`src/verilog/psfr_pkg.sv`:
```
// Constants, target indices and state type of the paged register decoder
package psfr_pkg;

  // ****************************************
  // Sizes and reset values
  // ****************************************
  localparam int PSFR_NT = 29;
  localparam logic [7:0] PSFR_PAGE_RESET = 8'h00;
  localparam logic [7:0] PSFR_PAGE_ZERO = 8'h00;
  localparam logic [7:0] PSFR_PAGE_F = 8'h0F;

  // ****************************************
  // Direct addresses
  // ****************************************
  localparam logic [7:0] PSFR_A_PAGE = 8'hA7;
  localparam logic [7:0] PSFR_A_ADC = 8'hBA;
  localparam logic [7:0] PSFR_A_REGCF = 8'h96;
  localparam logic [7:0] PSFR_A_REGCN = 8'h97;
  localparam logic [7:0] PSFR_A_PORTA = 8'hA4;
  localparam logic [7:0] PSFR_A_PORTB = 8'hA5;
  localparam logic [7:0] PSFR_A_PORTC = 8'hA6;
  localparam logic [7:0] PSFR_A_XEN1 = 8'hE6;
  localparam logic [7:0] PSFR_A_XEN2 = 8'hE7;
  localparam logic [7:0] PSFR_A_ACC = 8'hE0;
  localparam logic [7:0] PSFR_A_B = 8'hF0;
  localparam logic [7:0] PSFR_A_DPL = 8'h82;
  localparam logic [7:0] PSFR_A_DPH = 8'h83;
  localparam logic [7:0] PSFR_A_LATCHA = 8'h80;
  localparam logic [7:0] PSFR_A_LATCHB = 8'h90;
  localparam logic [7:0] PSFR_A_LATCHC = 8'hA0;
  localparam logic [7:0] PSFR_A_IE = 8'hA8;
  localparam logic [7:0] PSFR_A_CLK = 8'hA9;
  localparam logic [7:0] PSFR_A_CM0 = 8'hDA;
  localparam logic [7:0] PSFR_A_CM1 = 8'hDB;
  localparam logic [7:0] PSFR_A_CM2 = 8'hDC;
  localparam logic [7:0] PSFR_A_CM3 = 8'hDD;
  localparam logic [7:0] PSFR_A_CM4 = 8'hDE;
  localparam logic [7:0] PSFR_A_CM5 = 8'hCE;
  localparam logic [2:0] PSFR_BIT_LOW = 3'h0;

  // ****************************************
  // Target indices on the select vector
  // ****************************************
  localparam logic [4:0] PSFR_T_ADC_ACC = 5'h00;
  localparam logic [4:0] PSFR_T_ADC_PWR = 5'h01;
  localparam logic [4:0] PSFR_T_REG_CF = 5'h02;
  localparam logic [4:0] PSFR_T_REG_CN = 5'h03;
  localparam logic [4:0] PSFR_T_CRC_AUTO = 5'h04;
  localparam logic [4:0] PSFR_T_CRC_CNT = 5'h05;
  localparam logic [4:0] PSFR_T_PA_MODE = 5'h06;
  localparam logic [4:0] PSFR_T_PA_DRV = 5'h09;
  localparam logic [4:0] PSFR_T_XEN1 = 5'h0C;
  localparam logic [4:0] PSFR_T_XEN2 = 5'h0D;
  localparam logic [4:0] PSFR_T_ACC = 5'h0E;
  localparam logic [4:0] PSFR_T_B = 5'h0F;
  localparam logic [4:0] PSFR_T_DPL = 5'h10;
  localparam logic [4:0] PSFR_T_DPH = 5'h11;
  localparam logic [4:0] PSFR_T_LATCHA = 5'h12;
  localparam logic [4:0] PSFR_T_LATCHB = 5'h13;
  localparam logic [4:0] PSFR_T_LATCHC = 5'h14;
  localparam logic [4:0] PSFR_T_IE = 5'h15;
  localparam logic [4:0] PSFR_T_CLK = 5'h16;
  localparam logic [4:0] PSFR_T_CM0 = 5'h17;
  localparam logic [4:0] PSFR_T_CM5 = 5'h1C;

  // ****************************************
  // State of the decoder
  // ****************************************
  typedef struct packed {
    logic [7:0] page;
    logic [PSFR_NT-1:0] sel;
    logic wr;
    logic [7:0] wdata;
    logic [7:0] rdata;
    logic rvalid;
    logic refused;
  } psfr_state_t;

endpackage

```
`src/verilog/psfr_map.sv`:
```
// Address and page to target lookup
`timescale 1ns/100ps
module psfr_map (
  // Access
  input wire logic [7:0] addr,
  input wire logic [7:0] page,
  // Result
  output logic hit,
  output logic page_hit,
  output logic bit_ok,
  output logic [4:0] tidx
);
  import psfr_pkg::*;

  logic p0;
  logic pf;

  always_comb begin
    p0 = (page == PSFR_PAGE_ZERO);
    pf = (page == PSFR_PAGE_F);
    hit = 1'b0;
    page_hit = 1'b0;
    tidx = 5'h00;
    bit_ok = (addr[2:0] == PSFR_BIT_LOW);
    unique case (addr)
      PSFR_A_PAGE: page_hit = 1'b1;
      PSFR_A_ADC: begin
        hit = p0 | pf;
        tidx = pf ? PSFR_T_ADC_PWR : PSFR_T_ADC_ACC;
      end
      PSFR_A_REGCF: begin
        hit = p0 | pf;
        tidx = pf ? PSFR_T_CRC_AUTO : PSFR_T_REG_CF;
      end
      PSFR_A_REGCN: begin
        hit = p0 | pf;
        tidx = pf ? PSFR_T_CRC_CNT : PSFR_T_REG_CN;
      end
      PSFR_A_PORTA, PSFR_A_PORTB, PSFR_A_PORTC: begin
        hit = p0 | pf;
        tidx = (pf ? PSFR_T_PA_DRV : PSFR_T_PA_MODE) + {3'h0, addr[1:0]};
      end
      PSFR_A_XEN1: begin
        hit = 1'b1;
        tidx = PSFR_T_XEN1;
      end
      PSFR_A_XEN2: begin
        hit = 1'b1;
        tidx = PSFR_T_XEN2;
      end
      PSFR_A_ACC: begin
        hit = 1'b1;
        tidx = PSFR_T_ACC;
      end
      PSFR_A_B: begin
        hit = 1'b1;
        tidx = PSFR_T_B;
      end
      PSFR_A_DPL: begin
        hit = 1'b1;
        tidx = PSFR_T_DPL;
      end
      PSFR_A_DPH: begin
        hit = 1'b1;
        tidx = PSFR_T_DPH;
      end
      PSFR_A_LATCHA: begin
        hit = 1'b1;
        tidx = PSFR_T_LATCHA;
      end
      PSFR_A_LATCHB: begin
        hit = 1'b1;
        tidx = PSFR_T_LATCHB;
      end
      PSFR_A_LATCHC: begin
        hit = 1'b1;
        tidx = PSFR_T_LATCHC;
      end
      PSFR_A_IE: begin
        hit = 1'b1;
        tidx = PSFR_T_IE;
      end
      PSFR_A_CLK: begin
        hit = 1'b1;
        tidx = PSFR_T_CLK;
      end
      PSFR_A_CM0, PSFR_A_CM1, PSFR_A_CM2, PSFR_A_CM3, PSFR_A_CM4: begin
        hit = p0;
        tidx = PSFR_T_CM0 + 5'(addr - PSFR_A_CM0);
      end
      PSFR_A_CM5: begin
        hit = p0;
        tidx = PSFR_T_CM5;
      end
      default: hit = 1'b0;
    endcase
  end

endmodule

```
`src/verilog/psfr_decoder.sv`:
```
// Paged special function register decoder, top level
`timescale 1ns/100ps
module psfr_decoder (
  // Clock and reset
  input wire logic clk,
  input wire logic srst,
  // Core access
  input wire logic [7:0] cpu_addr,
  input wire logic cpu_wr,
  input wire logic cpu_rd,
  input wire logic cpu_bit,
  input wire logic [2:0] cpu_bit_pos,
  input wire logic [7:0] cpu_wdata,
  output logic [7:0] cpu_rdata,
  output logic cpu_rvalid,
  output logic cpu_refused,
  // Peripheral targets
  input wire logic [psfr_pkg::PSFR_NT*8-1:0] tgt_rdata,
  output logic [psfr_pkg::PSFR_NT-1:0] tgt_sel,
  output logic tgt_wr,
  output logic [7:0] tgt_wdata,
  output logic [7:0] sfr_page_select
);
  import psfr_pkg::*;

  // ****************************************
  // Lookup
  // ****************************************
  psfr_state_t st;
  psfr_state_t next_st;
  logic hit;
  logic page_hit;
  logic bit_ok;
  logic [4:0] tidx;
  logic [7:0] cur;
  logic [7:0] byte_val;
  logic [7:0] wval;

  psfr_map u_map (
    .addr(cpu_addr),
    .page(st.page),
    .hit(hit),
    .page_hit(page_hit),
    .bit_ok(bit_ok),
    .tidx(tidx)
  );

  // ****************************************
  // Next state
  // ****************************************
  always_comb begin
    cur = tgt_rdata[{tidx, 3'h0} +: 8];
    byte_val = page_hit ? st.page : (hit ? cur : 8'h00);
    wval = cpu_bit ? byte_val : cpu_wdata;
    if (cpu_bit) begin
      wval[cpu_bit_pos] = cpu_wdata[0];
    end
    next_st = st;
    next_st.sel = '0;
    next_st.wr = 1'b0;
    next_st.rvalid = 1'b0;
    next_st.refused = 1'b0;
    if (cpu_wr || cpu_rd) begin
      if (cpu_bit && !bit_ok) begin
        next_st.refused = 1'b1;
        next_st.rvalid = cpu_rd & ~cpu_wr;
        next_st.rdata = 8'h00;
      end else if (cpu_wr) begin
        if (page_hit) begin
          next_st.page = wval;
        end else if (hit) begin
          next_st.sel[tidx] = 1'b1;
          next_st.wr = 1'b1;
          next_st.wdata = wval;
        end
      end else begin
        next_st.rvalid = 1'b1;
        next_st.rdata = cpu_bit ? {7'h00, byte_val[cpu_bit_pos]} : byte_val;
        if (hit) begin
          next_st.sel[tidx] = 1'b1;
        end
      end
    end
    if (srst) begin
      next_st = '0;
      next_st.page = PSFR_PAGE_RESET;
    end
  end

  always_ff @(posedge clk) begin
    st <= next_st;
  end

  assign cpu_rdata = st.rdata;
  assign cpu_rvalid = st.rvalid;
  assign cpu_refused = st.refused;
  assign tgt_sel = st.sel;
  assign tgt_wr = st.wr;
  assign tgt_wdata = st.wdata;
  assign sfr_page_select = st.page;

  logic wr_byte;
  assign wr_byte = cpu_wr && !cpu_bit;
endmodule

```
`config.mk`:
```
export PLATFORM = sky130hd
export DESIGN_NAME = psfr_decoder
export DESIGN_NICKNAME = d
export VERILOG_FILES = /design/src/verilog/psfr_pkg.sv /design/src/verilog/psfr_map.sv /design/src/verilog/psfr_decoder.sv
export SDC_FILE = /design/constraint.sdc
export NUM_CORES = 1
export LEC_CHECK = 0
export BUFFER_PORTS_ARGS = -buffer_cell sky130_fd_sc_hd__buf_2
export CAP_MARGIN = 40
export CORE_AREA = 2 2 121 123
export CTS_CLUSTER_SIZE = 20
export DETAILED_ROUTE_END_ITERATION = 10
export DIE_AREA = 0 0 123 125
export PLACE_DENSITY = 0.69
export SYNTH_ARGS = -nofsm -noshare
export SYNTH_HDL_FRONTEND = slang
export SYNTH_HIERARCHICAL = 1
export SYNTH_SLANG_ARGS = --single-unit
```
`constraint.sdc`:
```
create_clock -name clk -period 7.6 [get_ports clk]
set_input_delay 0.38 -clock clk [delete_from_list [all_inputs] [get_ports clk]]
set_output_delay 0.38 -clock clk [all_outputs]
set_load 0.005 [all_outputs]
```
==> metrics.yaml <==
clk_latency_ps: 300
hold_viol: 0
htree_levels: 2
ys_types: 69
io_pins: 312
port_buffers: 311
rows: 44
crit_family: "simple AND/OR/NAND/NOR gates"
firstDrtPassIters: 5
drive_above_1_share: 0.403
clkTransAtPathRegs_ps: 80
crit_arrival_ps: 5120
synth_edf_count: 0
critPathBufInv: 2
path_max_fanout: 74
relSlewSlack: 0.366
cpMaxStageDelayCell: "nor4_1"
grt_pass1_vias: 5691
ys_ff_latch: 56
ctsHoldBuffers: 0
cp_cell_sequence: "nor4_1, nand2_1, inv_2, nand2_1, fa_1, a2bb2oi_1, nand3_4, buf_12, mux2i_1, o22ai_1, nor4_1, a31o_1, a31oi_1, a21oi_1, a21oi_1"
grt_max_degree: 75
die_w_um: 123
ys_seq_area_frac: 0.230
gp_congestion: 0.902
syn_avg_cell_area_sq_um: 8.19
avgRoutedWirePerCell_um: 19.8
antenna_found_initial: 1
post_cts_resized: 0
clock_path_buffers: 2
multi_input_area_sq_um: 3480
netlist_area_sq_um: 4870
fp.dieH_um: 125
drcViolationCount: 0
leakage_nw: 2.94
hold_slack_ps: 370
seq_area_sq_um: 1120
ir_drop_uv: 86.0
cts_sinks: 56
nFillCells: 1427
cp_slowest_stage_delay_ps: 620
finalPower_mw: 0.750
rsz0062_at_grt: "false"
die_area_sq_um: 15400
cts_root_buffer: "clkbuf_16"
grt_pass1_wl_mm: 30.8
start_kind: "flip-flop"
drt_wl_total_mm: 20.9
critPathKind: "flip-flop to flip-flop"
slew_viol_final: 0
max_cap_viol_count: 0
synthFlopType: "dfxtp_1"
cts_setup_buffers: 0
drt-vias-per-instance: 5.64
antenna_left: 0
clock-skew-final_ps: 7.39
drt-initial-drc-count: 501
core_sq_um: 14200
async_reset_ff_frac: 0
fmax_mhz: 202
required_ps: 7760
syn-num-nets: 858
dpl.hpwl_mm: 16.8
start_util: 0.343
min_period_ps: 4960
cts_buffers: 5
final_nets: 1132
synthCells: 595
setup_violations: 0
area_delta_synth_final_pct: 36.3
max_slew.worst_pin.slew_ps: 946
outcome: "complete, no violations"
fin_tns_setup_ps: 0
power.density_nw_per_um2: 113
endpoint_kind: "flip-flop"
overflow: 0
period_share: 0.653
dr_total_vias: 5953
yosysWarnings: 6
cts_tree: "built"
grt_usage: 0.258
holdCritPathClass: "input pin to flip-flop"
==> routing by layer <==
metal / up-vias / global-route usage / share of wire
met2: 306 / 0.429 / 0.47
met1: 2803 / 0.342 / 0.43
met3: 29 / 0.0474 / 0.085
li1: 2815 / - / -
met5: - / 0 / 0
met4: 0 / 0.0635 / 0.021
==> kinds of logic after synthesis <==
kind of cell	after synthesis	share of synthesized area
and+or+nand+nor	199	0.234
AOI/OAI and AO/OA	164	0.218
muxes	106	0.236
buffers and inverters	62	0.0611
DFF	56	0.230
adders and majority gates	7	0.0195
xor gates and xnor gates	1	0.00180
==> where the power goes <==
group	switching [mW]	internal (mW)	leakage, nW
Sequential	0.00113	0.295	0.451
Combinational	0.110	0.103	2.42
Clock	0.116	0.125	0.0719
Total	0.227	0.523	2.94
==> final timing paths <==
check	slack [ps]	cells after the start	start	end
min	370	3	cpu_rd	cpu_refused
max	2640	15	sfr_page_select[5]	tgt_wdata[7]
min reg2reg	520	2	cpu_rdata[4]	cpu_rdata[4]
max reg2reg	2640	15	sfr_page_select[5]	tgt_wdata[7]
==> final cells by class <==
| class | instances | area share |
|---|---|---|
| clock inverters | 3 | 0.00414 |
| well taps | 184 | 0.0347 |
| clock buffers | 5 | 0.0188 |
| flip-flops and latches | 56 | 0.169 |
| inverters | 13 | 0.00735 |
| multi-input cells | 477 | 0.523 |
| diodes | 1 | 0.000377 |
| repair buffers | 316 | 0.242 |
==> through the flow <==
stage	worst slack (ps)	util	area (sq um)	instances
after floorplan	3890	-	4870	595
after global placement	2810	0.456	6480	1045
after detailed placement	2720	0.457	6490	1046
after CTS	2670	0.467	6640	1054
after global routing	2240	0.468	6640	1055
final	2640	0.468	6640	1055
==> synthesized netlist by cell type, drive strengths merged, types with 2 or more instances <==
master	number	area [sq um]
mux2i	99	991
nor2	65	244
dfxtp	56	1120
o22ai	50	319
o21ai	31	155
a21oi	28	140
nand2	26	97.6
clkbuf	25	93.8
buf	24	155
nor4	16	106
inv	13	48.8
a31oi	11	75.1
nand3b	10	75.1
nor2b	9	56.3
nor3	9	55.1
nand2b	8	50.1
nand3	8	40.0
a22oi	7	52.6
and3	7	43.8
mux4	7	158
nand4b	7	80.1
ha	6	75.1
nand4bb	6	67.6
o31ai	6	50.1
a31o	5	43.8
nand4	4	25.0
or3	4	25.0
or4b	4	40.0
a211oi	3	22.5
a21o	3	22.5
a2bb2oi	3	26.3
nor3b	3	22.5
or2b	3	22.5
or3b	3	28.8
a2111oi	2	23.8
a221o	2	20.0
a221oi	2	17.5
nor4b	2	17.5
o211ai	2	15.0
or4	2	18.8
==> placed cells by master (no fill, tap or decap), types with 4 or more instances in the layout <==
cell / instances
nand3b_1: 10
o21ai_0: 30
nand4b_1: 4
nand2b_1: 8
or4b_1: 4
nor4_1: 15
or3_1: 4
buf_2: 311
a31oi_1: 10
dfxtp_1: 56
nor3_1: 6
inv_1: 12
nor2_1: 65
nand3_1: 7
nand4_1: 4
and3_1: 7
o22ai_1: 49
clkbuf_16: 5
a31o_1: 4
mux2i_1: 99
o31ai_1: 5
nand4bb_1: 6
mux4_2: 7
nand2_1: 26
ha_1: 6
nor2b_1: 9
a21oi_1: 28
a22oi_1: 7
==> flip-flops by register name (all words and copies together) (netlist names) <==
name / flops
tgt_wdata: 8
cpu_rvalid: 1
tgt_wr: 1
cpu_rdata: 8
tgt_sel: 29
cpu_refused: 1
sfr_page_select: 8
==> worst reg2reg max path: cells and delay by family (launching register included) <==
family          cells  cell delay, ps
compound gates      6            1100
fa+ha+maj           1             520
buf+inv             2             660
flops               1             370
mux                 1             260
simple gates        5            1910
(Power assumes the default switching activity.)
